**src/rtl/phy_cfg_map.svh**
```systemverilog
// offsets, field positions, reset values and divider counts of the loopback/reset config
`ifndef PHY_CFG_MAP_SVH
`define PHY_CFG_MAP_SVH
`define CFG1_OFFSET      8'h00
`define CFG1_LB_EN_BIT   31
`define CFG1_LB_GATE_HI  30
`define CFG1_LB_GATE_LO  29
`define CFG1_LB_SHIFT    28
`define CFG1_IO_LB_BIT   27
`define CFG1_VT_INH_BIT  26
`define CFG1_HS_RST_BIT  25
`define CFG1_ZDIV_HI     24
`define CFG1_ZDIV_LO     23
`define CFG1_LOW_MASK    32'h007f_ffc7
`define CFG1_LOW_RESET   32'h0000_c403
`define CFG1_RESET       32'h0100_c403
`define ZDIV_HALF_2      7'h00
`define ZDIV_HALF_8      7'h03
`define ZDIV_HALF_32     7'h0f
`define ZDIV_HALF_64     7'h1f
`endif

```
**src/rtl/phy_cfg_pkg.sv**
```systemverilog
// types shared by the loopback/reset configuration block
package phy_cfg_pkg;
  typedef enum logic [1:0] {
    gate_always_on = 2'h0,
    gate_training  = 2'h1,
    gate_manual    = 2'h2,
    gate_reserved  = 2'h3
  } lb_gate_t;
  typedef enum logic [1:0] {
    zdiv_2  = 2'h0,
    zdiv_8  = 2'h1,
    zdiv_32 = 2'h2,
    zdiv_64 = 2'h3
  } zdiv_t;
  typedef enum logic [1:0] {
    rst_held    = 2'b01,
    rst_release = 2'b10
  } hs_state_t;
endpackage

```
**src/rtl/zclk_if.sv**
```systemverilog
// interface carrying the impedance clock divider setting and its divided clock
`timescale 1ns/1ps
`default_nettype none
interface zclk_if;
  import phy_cfg_pkg::*;
  zdiv_t sel;
  logic  tick;
  modport ctrl (output sel, input tick);
  modport div  (input sel, output tick);
endinterface
`default_nettype wire

```
**src/rtl/phy_loopback_reset_config.sv**
```systemverilog
// upper fields of phy general config register 1: loopback, vt inhibit, macro reset, zclk
//
// The register addresses and the plain strobed port were chosen for this implementation.
`timescale 1ns/1ps
`default_nettype none
`include "phy_cfg_map.svh"
module phy_loopback_reset_config
  import phy_cfg_pkg::*;
(
  // clock and reset
  input  wire logic        clock,
  input  wire logic        rst_n,
  // register bus
  input  wire logic [7:0]  reg_addr,
  input  wire logic [31:0] reg_wdata,
  input  wire logic        reg_we,
  input  wire logic        reg_re,
  output logic      [31:0] reg_rdata,
  // phy side inputs
  input  wire logic [7:0]  sw_rdqs_delay,
  input  wire logic        init_done,
  // loopback steering
  output logic             loopback_enable,
  output logic      [1:0]  loopback_strobe_gating,
  output logic             gate_training_start,
  output logic             gate_force_on,
  output logic      [7:0]  rdqs_delay,
  output logic             io_loopback_point,
  output logic             io_oe_force,
  // vt, macro reset, low fields, impedance clock
  output logic             vt_calc_enable,
  output logic             highspeed_macro_reset_n,
  output logic      [31:0] low_fields,
  output logic             impedance_clock
);
  // ------------------------------------------------------------
  // register storage
  // ------------------------------------------------------------
  logic           lb_en_q;
  lb_gate_t       lb_gate_q;
  logic           lb_shift_q;
  logic           io_lb_q;
  logic           vt_inh_q;
  logic           hs_bit_q;
  zdiv_t          zdiv_q;
  logic [31:0]    low_q;
  hs_state_t      hs_state_q;
  logic           lb_en_dly_q;
  logic           wr_dly_q;
  logic           wr_hit;
  logic           rd_hit;
  logic [31:0]    cfg_word;
  zclk_if         zc ();

  // write strobe aimed at the mapped word
  assign wr_hit = reg_we && (reg_addr == `CFG1_OFFSET);
  // read strobe aimed at the mapped word
  assign rd_hit = reg_re && (reg_addr == `CFG1_OFFSET);

  // assemble the readable word
  always_comb begin
    cfg_word = low_q & `CFG1_LOW_MASK;
    cfg_word[`CFG1_LB_EN_BIT] = lb_en_q;
    cfg_word[`CFG1_LB_GATE_HI:`CFG1_LB_GATE_LO] = lb_gate_q;
    cfg_word[`CFG1_LB_SHIFT] = lb_shift_q;
    cfg_word[`CFG1_IO_LB_BIT] = io_lb_q;
    cfg_word[`CFG1_VT_INH_BIT] = vt_inh_q;
    cfg_word[`CFG1_HS_RST_BIT] = hs_bit_q;
    cfg_word[`CFG1_ZDIV_HI:`CFG1_ZDIV_LO] = zdiv_q;
  end

  // ------------------------------------------------------------
  // software writes
  // ------------------------------------------------------------
  // loopback controls
  always_ff @(posedge clock or negedge rst_n) begin
    if (!rst_n) begin
      lb_en_q    <= 1'b0;
      lb_gate_q  <= gate_always_on;
      lb_shift_q <= 1'b0;
      io_lb_q    <= 1'b0;
    end else if (wr_hit) begin
      lb_en_q    <= reg_wdata[`CFG1_LB_EN_BIT];
      lb_gate_q  <= lb_gate_t'(reg_wdata[`CFG1_LB_GATE_HI:`CFG1_LB_GATE_LO]);
      lb_shift_q <= reg_wdata[`CFG1_LB_SHIFT];
      io_lb_q    <= reg_wdata[`CFG1_IO_LB_BIT];
    end
  end

  // vt inhibit, divider select and the lower fields
  always_ff @(posedge clock or negedge rst_n) begin
    if (!rst_n) begin
      vt_inh_q <= 1'b0;
      zdiv_q   <= zdiv_32;
      low_q    <= `CFG1_LOW_RESET;
    end else if (wr_hit) begin
      vt_inh_q <= reg_wdata[`CFG1_VT_INH_BIT];
      zdiv_q   <= zdiv_t'(reg_wdata[`CFG1_ZDIV_HI:`CFG1_ZDIV_LO]);
      low_q    <= reg_wdata & `CFG1_LOW_MASK;
    end
  end

  // macro reset bit: only software changes it, never self-clears
  always_ff @(posedge clock or negedge rst_n) begin
    if (!rst_n) begin
      hs_bit_q <= 1'b0;
    end else if (wr_hit) begin
      hs_bit_q <= reg_wdata[`CFG1_HS_RST_BIT];
    end
  end

  // macro reset state: held while bit is zero
  always_ff @(posedge clock or negedge rst_n) begin
    if (!rst_n) begin
      hs_state_q <= rst_held;
    end else begin
      case (hs_state_q)
        rst_held:    if (hs_bit_q) hs_state_q <= rst_release;
        rst_release: if (!hs_bit_q) hs_state_q <= rst_held;
        default:     hs_state_q <= rst_held;
      endcase
    end
  end

  // ------------------------------------------------------------
  // read port
  // ------------------------------------------------------------
  // data one cycle after the strobe, zero elsewhere
  always_ff @(posedge clock or negedge rst_n) begin
    if (!rst_n) begin
      reg_rdata <= 32'h0000_0000;
    end else if (rd_hit) begin
      reg_rdata <= cfg_word;
    end else begin
      reg_rdata <= 32'h0000_0000;
    end
  end

  // ------------------------------------------------------------
  // control outputs, all registered
  // ------------------------------------------------------------
  // loopback mode and strobe gating
  always_ff @(posedge clock or negedge rst_n) begin
    if (!rst_n) begin
      loopback_enable        <= 1'b0;
      loopback_strobe_gating <= 2'h0;
      gate_force_on          <= 1'b0;
    end else begin
      loopback_enable        <= lb_en_q;
      loopback_strobe_gating <= lb_gate_q;
      gate_force_on          <= lb_en_q && (lb_gate_q == gate_always_on);
    end
  end

  // history of loopback entry and of the last write
  always_ff @(posedge clock or negedge rst_n) begin
    if (!rst_n) begin
      lb_en_dly_q <= 1'b0;
      wr_dly_q    <= 1'b0;
    end else begin
      lb_en_dly_q <= lb_en_q;
      wr_dly_q    <= wr_hit; // judged against the fields it wrote
    end
  end

  // training pulse on loopback entry or after a write
  always_ff @(posedge clock or negedge rst_n) begin
    if (!rst_n) begin
      gate_training_start <= 1'b0;
    end else begin
      gate_training_start <= lb_en_q && (lb_gate_q == gate_training) &&
                             (!lb_en_dly_q || wr_dly_q);
    end
  end

  // read strobe delay, zero in loopback unless software shifts
  always_ff @(posedge clock or negedge rst_n) begin
    if (!rst_n) begin
      rdqs_delay <= 8'h00;
    end else begin
      rdqs_delay <= (lb_en_q && !lb_shift_q) ? 8'h00 : sw_rdqs_delay;
    end
  end

  // io loopback point and output enable force
  always_ff @(posedge clock or negedge rst_n) begin
    if (!rst_n) begin
      io_loopback_point <= 1'b0;
      io_oe_force       <= 1'b0;
    end else begin
      io_loopback_point <= io_lb_q;
      io_oe_force       <= lb_en_q && !io_lb_q;
    end
  end

  // vt calculation only after init and while not inhibited
  always_ff @(posedge clock or negedge rst_n) begin
    if (!rst_n) begin
      vt_calc_enable <= 1'b0;
    end else begin
      vt_calc_enable <= init_done && !vt_inh_q;
    end
  end

  // macro reset follows the state, control logic untouched
  always_ff @(posedge clock or negedge rst_n) begin
    if (!rst_n) begin
      highspeed_macro_reset_n <= 1'b0;
    end else begin
      highspeed_macro_reset_n <= (hs_state_q == rst_release);
    end
  end

  // stored low fields and divided impedance clock
  always_ff @(posedge clock or negedge rst_n) begin
    if (!rst_n) begin
      low_fields      <= 32'h0000_0000;
      impedance_clock <= 1'b0;
    end else begin
      low_fields      <= low_q;
      impedance_clock <= zc.tick;
    end
  end

  assign zc.sel = zdiv_q;

  zclk_divider u_zdiv (
    .clock (clock),
    .rst_n (rst_n),
    .zc    (zc.div)
  );
endmodule
`default_nettype wire

```
**src/rtl/zclk_divider.sv**
```systemverilog
// divider making the impedance-logic divided clock from the controller clock
`timescale 1ns/1ps
`default_nettype none
`include "phy_cfg_map.svh"
module zclk_divider
  import phy_cfg_pkg::*;
(
  input  wire logic clock,
  input  wire logic rst_n,
  zclk_if.div       zc
);
  logic [6:0] cnt_q;
  logic [6:0] half_d;
  logic       tick_q;

  // half period count for the selected ratio
  always_comb begin
    case (zc.sel)
      zdiv_2:  half_d = `ZDIV_HALF_2;
      zdiv_8:  half_d = `ZDIV_HALF_8;
      zdiv_32: half_d = `ZDIV_HALF_32;
      zdiv_64: half_d = `ZDIV_HALF_64;
      default: half_d = `ZDIV_HALF_8;
    endcase
  end

  // toggle divided clock each half period
  always_ff @(posedge clock or negedge rst_n) begin
    if (!rst_n) begin
      cnt_q  <= 7'h00;
      tick_q <= 1'b0;
    end else if (cnt_q >= half_d) begin
      cnt_q  <= 7'h00;
      tick_q <= ~tick_q;
    end else begin
      cnt_q  <= cnt_q + 7'h01;
    end
  end

  assign zc.tick = tick_q;
endmodule
`default_nettype wire

```
**config.mk**
```make
export PLATFORM = sky130hd
export DESIGN_NAME = phy_loopback_reset_config
export DESIGN_NICKNAME = d
export VERILOG_FILES = /design/src/rtl/phy_cfg_pkg.sv /design/src/rtl/zclk_if.sv /design/src/rtl/phy_loopback_reset_config.sv /design/src/rtl/zclk_divider.sv
export VERILOG_INCLUDE_DIRS = /design/src /design/src/rtl
export SDC_FILE = /design/constraint.sdc
export NUM_CORES = 1
export LEC_CHECK = 0
export CAP_MARGIN = 10
export CORE_ASPECT_RATIO = 1.5
export CORE_MARGIN = 1
export CORE_UTILIZATION = 50
export DETAILED_ROUTE_END_ITERATION = 16
export DONT_BUFFER_PORTS = 1
export PLACE_DENSITY_LB_ADDON = 0.12
export SYNTH_ARGS = -nofsm -noshare
export SYNTH_HDL_FRONTEND = slang
export SYNTH_HIERARCHICAL = 1
export SYNTH_SLANG_ARGS = --single-unit
```
**constraint.sdc**
```tcl
create_clock -name clock -period 4.9 [get_ports clock]
set_input_delay 0.49 -clock clock [delete_from_list [all_inputs] [get_ports clock]]
set_output_delay 0.49 -clock clock [all_outputs]
set_load 0.01 [all_outputs]
```
==> run metrics <==
NumNets Final=309; Area Growth Syn to Fin=8.94%; Max clock buf depth=2; Fillers=615; final hold violation count=0; r2r worst-path depth=5; DP Wirelength=3.82 mm; fin crit period=1.85 ns; post-route ant nets=0; WP data required=5.12 ns; Post-synth top flop=dfrtp_1; Synth Instances=244; DR top layer=met4; H-tree depth=3; Ys Warns=6; pwr/cell area=407 nW/um2; register area share after synthesis=0.693; All-Layer GR Usage=0.153; Yosys cell types=28; skew final=0.00215 ns; maximum VDD drop=0.000207 V; last element of the critical path=low_q[2]; flop-to-flop setup slack=3.10 ns; outcome=finished, final reports clean; Crit-path slowest cell=nand3_2; Slew Limit Fails=0; Setup Crit Path Kind=primary input to flip-flop; RSZ-0062 raised after global routing=false; Critical Path End Type=flip-flop; Reg area=2690 um2; Clock Root Buffer=clkbuf_16; Syn Area/Cell=15.9 um2; post-DR vias/cell=4.89; Die Width=73.9 um; critical-path cell list=nor4_2, nand3_2, buf_4, mux2_4; Sink Count=107; PortBufs=0; global-route wire length before repair=8.89 mm; worst slew pin tran=0.972 ns; die area=8120 um2; met3 WL post-DR=456 um; area of the multi-input gates=1050 um2; Worst Path Arrival=2.07 ns; wire length on met2=3.10 mm; Routed WL=5.89 mm; GPL Wtd Cong=0.684; Critical path origin=reg_addr[5]; Max-Cap Viols=0; WL/cell=16.5 um; initial antenna violation count=0; clock tree from TritonCTS=done; met1 WL=2.23 mm; postcts setup bufs=0; antenna cells=0; Num CTS Buffers=9; Crit Path Max Fanout=16; Via Count=1747; worst reg2reg path endpoint=u_zdiv/zc.tick; Initial Util=0.513; final number of setup-violating endpoints=0; CP max stage delay=0.50 ns; period utilization=0.377; TNS Setup=0 ns; layout cell share with drive strength beyond 1=0.227; P_leak=2.17 nW; ys async rst share=1.00; Startpoint Class=primary input; total gr overflow=0; Post-synth EDFFs=0; Reg clk slew, reported paths=0.06 ns; vias in the first global route=1672; Core Box Area=7560 um2; Cell Area, Synth=3880 um2; Max Fclk=0.541 GHz; Slew headroom=0.352; worst reg2reg path startpoint=zc.sel[1]; largest net degree at the start of global routing=108; Worst Hold Class=primary input to async pin; first-pass iteration count of the detailed router=4; WHS=0.0875 ns; DRC Markers=0; # IOs=135; die height=110 um; Placement Rows=39; number of synthesized register bits=107; drt initial violations=78; worst skew pair latency=0.33 ns
## worst max-delay path, delay by kind of cell
family                 cells  cell delay, ns
buffers and inverters      1            0.44
and+or+nand+nor            2            0.80
muxes                      1            0.32
## area by class of cell
| type | instances | area share |
|---|---|---|
| Clock inverter | 4 | 0.0118 |
| Inverter | 7 | 0.00622 |
| Tap cell | 102 | 0.0302 |
| Clock buffer | 12 | 0.0583 |
| Multi-Input combinational cell | 123 | 0.249 |
| Sequential cell | 107 | 0.636 |
| Timing Repair Buffer | 2 | 0.00829 |
## synthesized netlist by cell type (all sizes together), types with 2 or more instances
| library cell | number | area, um2 |
|---|---|---|
| dfrtp | 100 | 2500 |
| and2 | 38 | 238 |
| buf | 20 | 161 |
| inv | 7 | 26.3 |
| nor4 | 2 | 25.0 |
| nor2 | 6 | 22.5 |
| mux2 | 29 | 435 |
| ha | 6 | 75.1 |
| nor2b | 3 | 18.8 |
| dfstp | 7 | 184 |
| nand2b | 2 | 12.5 |
| nand2 | 2 | 7.51 |
| xor2 | 4 | 35.0 |
| and3 | 2 | 12.5 |
| conb | 2 | 7.51 |
| a31oi | 2 | 12.5 |
| nand3 | 3 | 20.0 |
## layout by cell type (no fill, tap or decap)
master / synthesis / routed
inv_1: 7 / 7
a2111oi_4: 1 / 1
nor3b_1: 1 / 1
clkinvlp_4: 0 / 2
clkbuf_8: 0 / 1
nor2_1: 6 / 6
clkinv_2: 0 / 1
and3_1: 2 / 2
a31oi_1: 2 / 2
dfstp_2: 7 / 7
xor2_1: 4 / 4
conb_1: 2 / 16
clkbuf_1: 1 / 2
nand2_1: 2 / 2
nand3_2: 1 / 1
nand3b_1: 1 / 1
o21ai_2: 1 / 1
buf_16: 0 / 1
nor2b_1: 3 / 3
or2_2: 1 / 1
dfrtp_1: 100 / 100
bufinv_16: 0 / 1
ha_1: 6 / 6
and2_1: 38 / 38
mux2_4: 29 / 29
a21oi_1: 1 / 1
buf_4: 17 / 1
nand2b_1: 2 / 2
clkbuf_16: 0 / 9
nand3_1: 2 / 2
xnor2_1: 1 / 1
nor4_2: 2 / 2
a21o_1: 1 / 1
## how the worst min path moves through the flow
| stage | cells past startpoint | endpoint |
|---|---|---|
| finish | 1 | zc.sel[0] |
| global route | 1 | zc.sel[0] |
| CTS | 1 | low_fields[7] |
| detailed placement | 0 | zc.sel[0] |
| global placement | 0 | zc.sel[0] |
| floorplan | 0 | gate_force_on |
## report_power, final
part | internal (mW) | switching, mW | total [mW]
clock | 0.409 | 0.293 | 0.702
combinational | 0.0291 | 0.0336 | 0.0627
sequential | 0.922 | 0.0323 | 0.954
## per-layer routing
layer	track usage	vias up
li1	-	770
met1	0.181	891
met2	0.239	79
met3	0.0605	7
met4	0.0783	0
met5	0	-
## repair_timing
action / CTS / global route
hold buffers: 1 / 0
setup endpoints to repair: 0 / 0
gates resized for setup: 0 / 0
endpoints found under the hold margin: 107 / 0
## flip-flops by register name (all words and copies together) (netlist names), 2 cells and up
| name | flops |
|---|---|
| low_q | 20 |
| loopback_strobe_gating | 2 |
| low_fields | 20 |
| zc.sel | 2 |
| hs_state_q | 2 |
| rdqs_delay | 8 |
| reg_rdata | 29 |
| lb_gate_q | 2 |
| u_zdiv/cnt_q | 7 |
## kinds of logic (layout without fill, tap and decap cells)
logic type      count (synthesis)  count (layout)  synth area share
compound gates                  6               6            0.0158
mux                            29              29             0.112
simple gates                   61              61            0.0974
xor+xnor                        5               5            0.0113
other cells                     2              16           0.00194
fa+ha+maj                       6               6            0.0194
buf+inv                        28              25            0.0494
flops                         107             107             0.693
## per-stage QoR
step / total power [mW] / utilization / instance area [um2] / cells / worst slack, ns
3_3_place_gp: 1.01 / 0.516 / 3900 / 340 / 2.65
2_1_floorplan: 1.01 / - / 3930 / 258 / 3.23
5_1_grt: 1.79 / 0.559 / 4230 / 357 / 2.95
4_1_cts: 1.74 / 0.559 / 4230 / 357 / 3.02
3_5_place_dp: 1.02 / 0.516 / 3900 / 340 / 2.66
6_report: 1.72 / 0.559 / 4230 / 357 / 3.05
No activity file was read; power rests on OpenSTA's default activity.
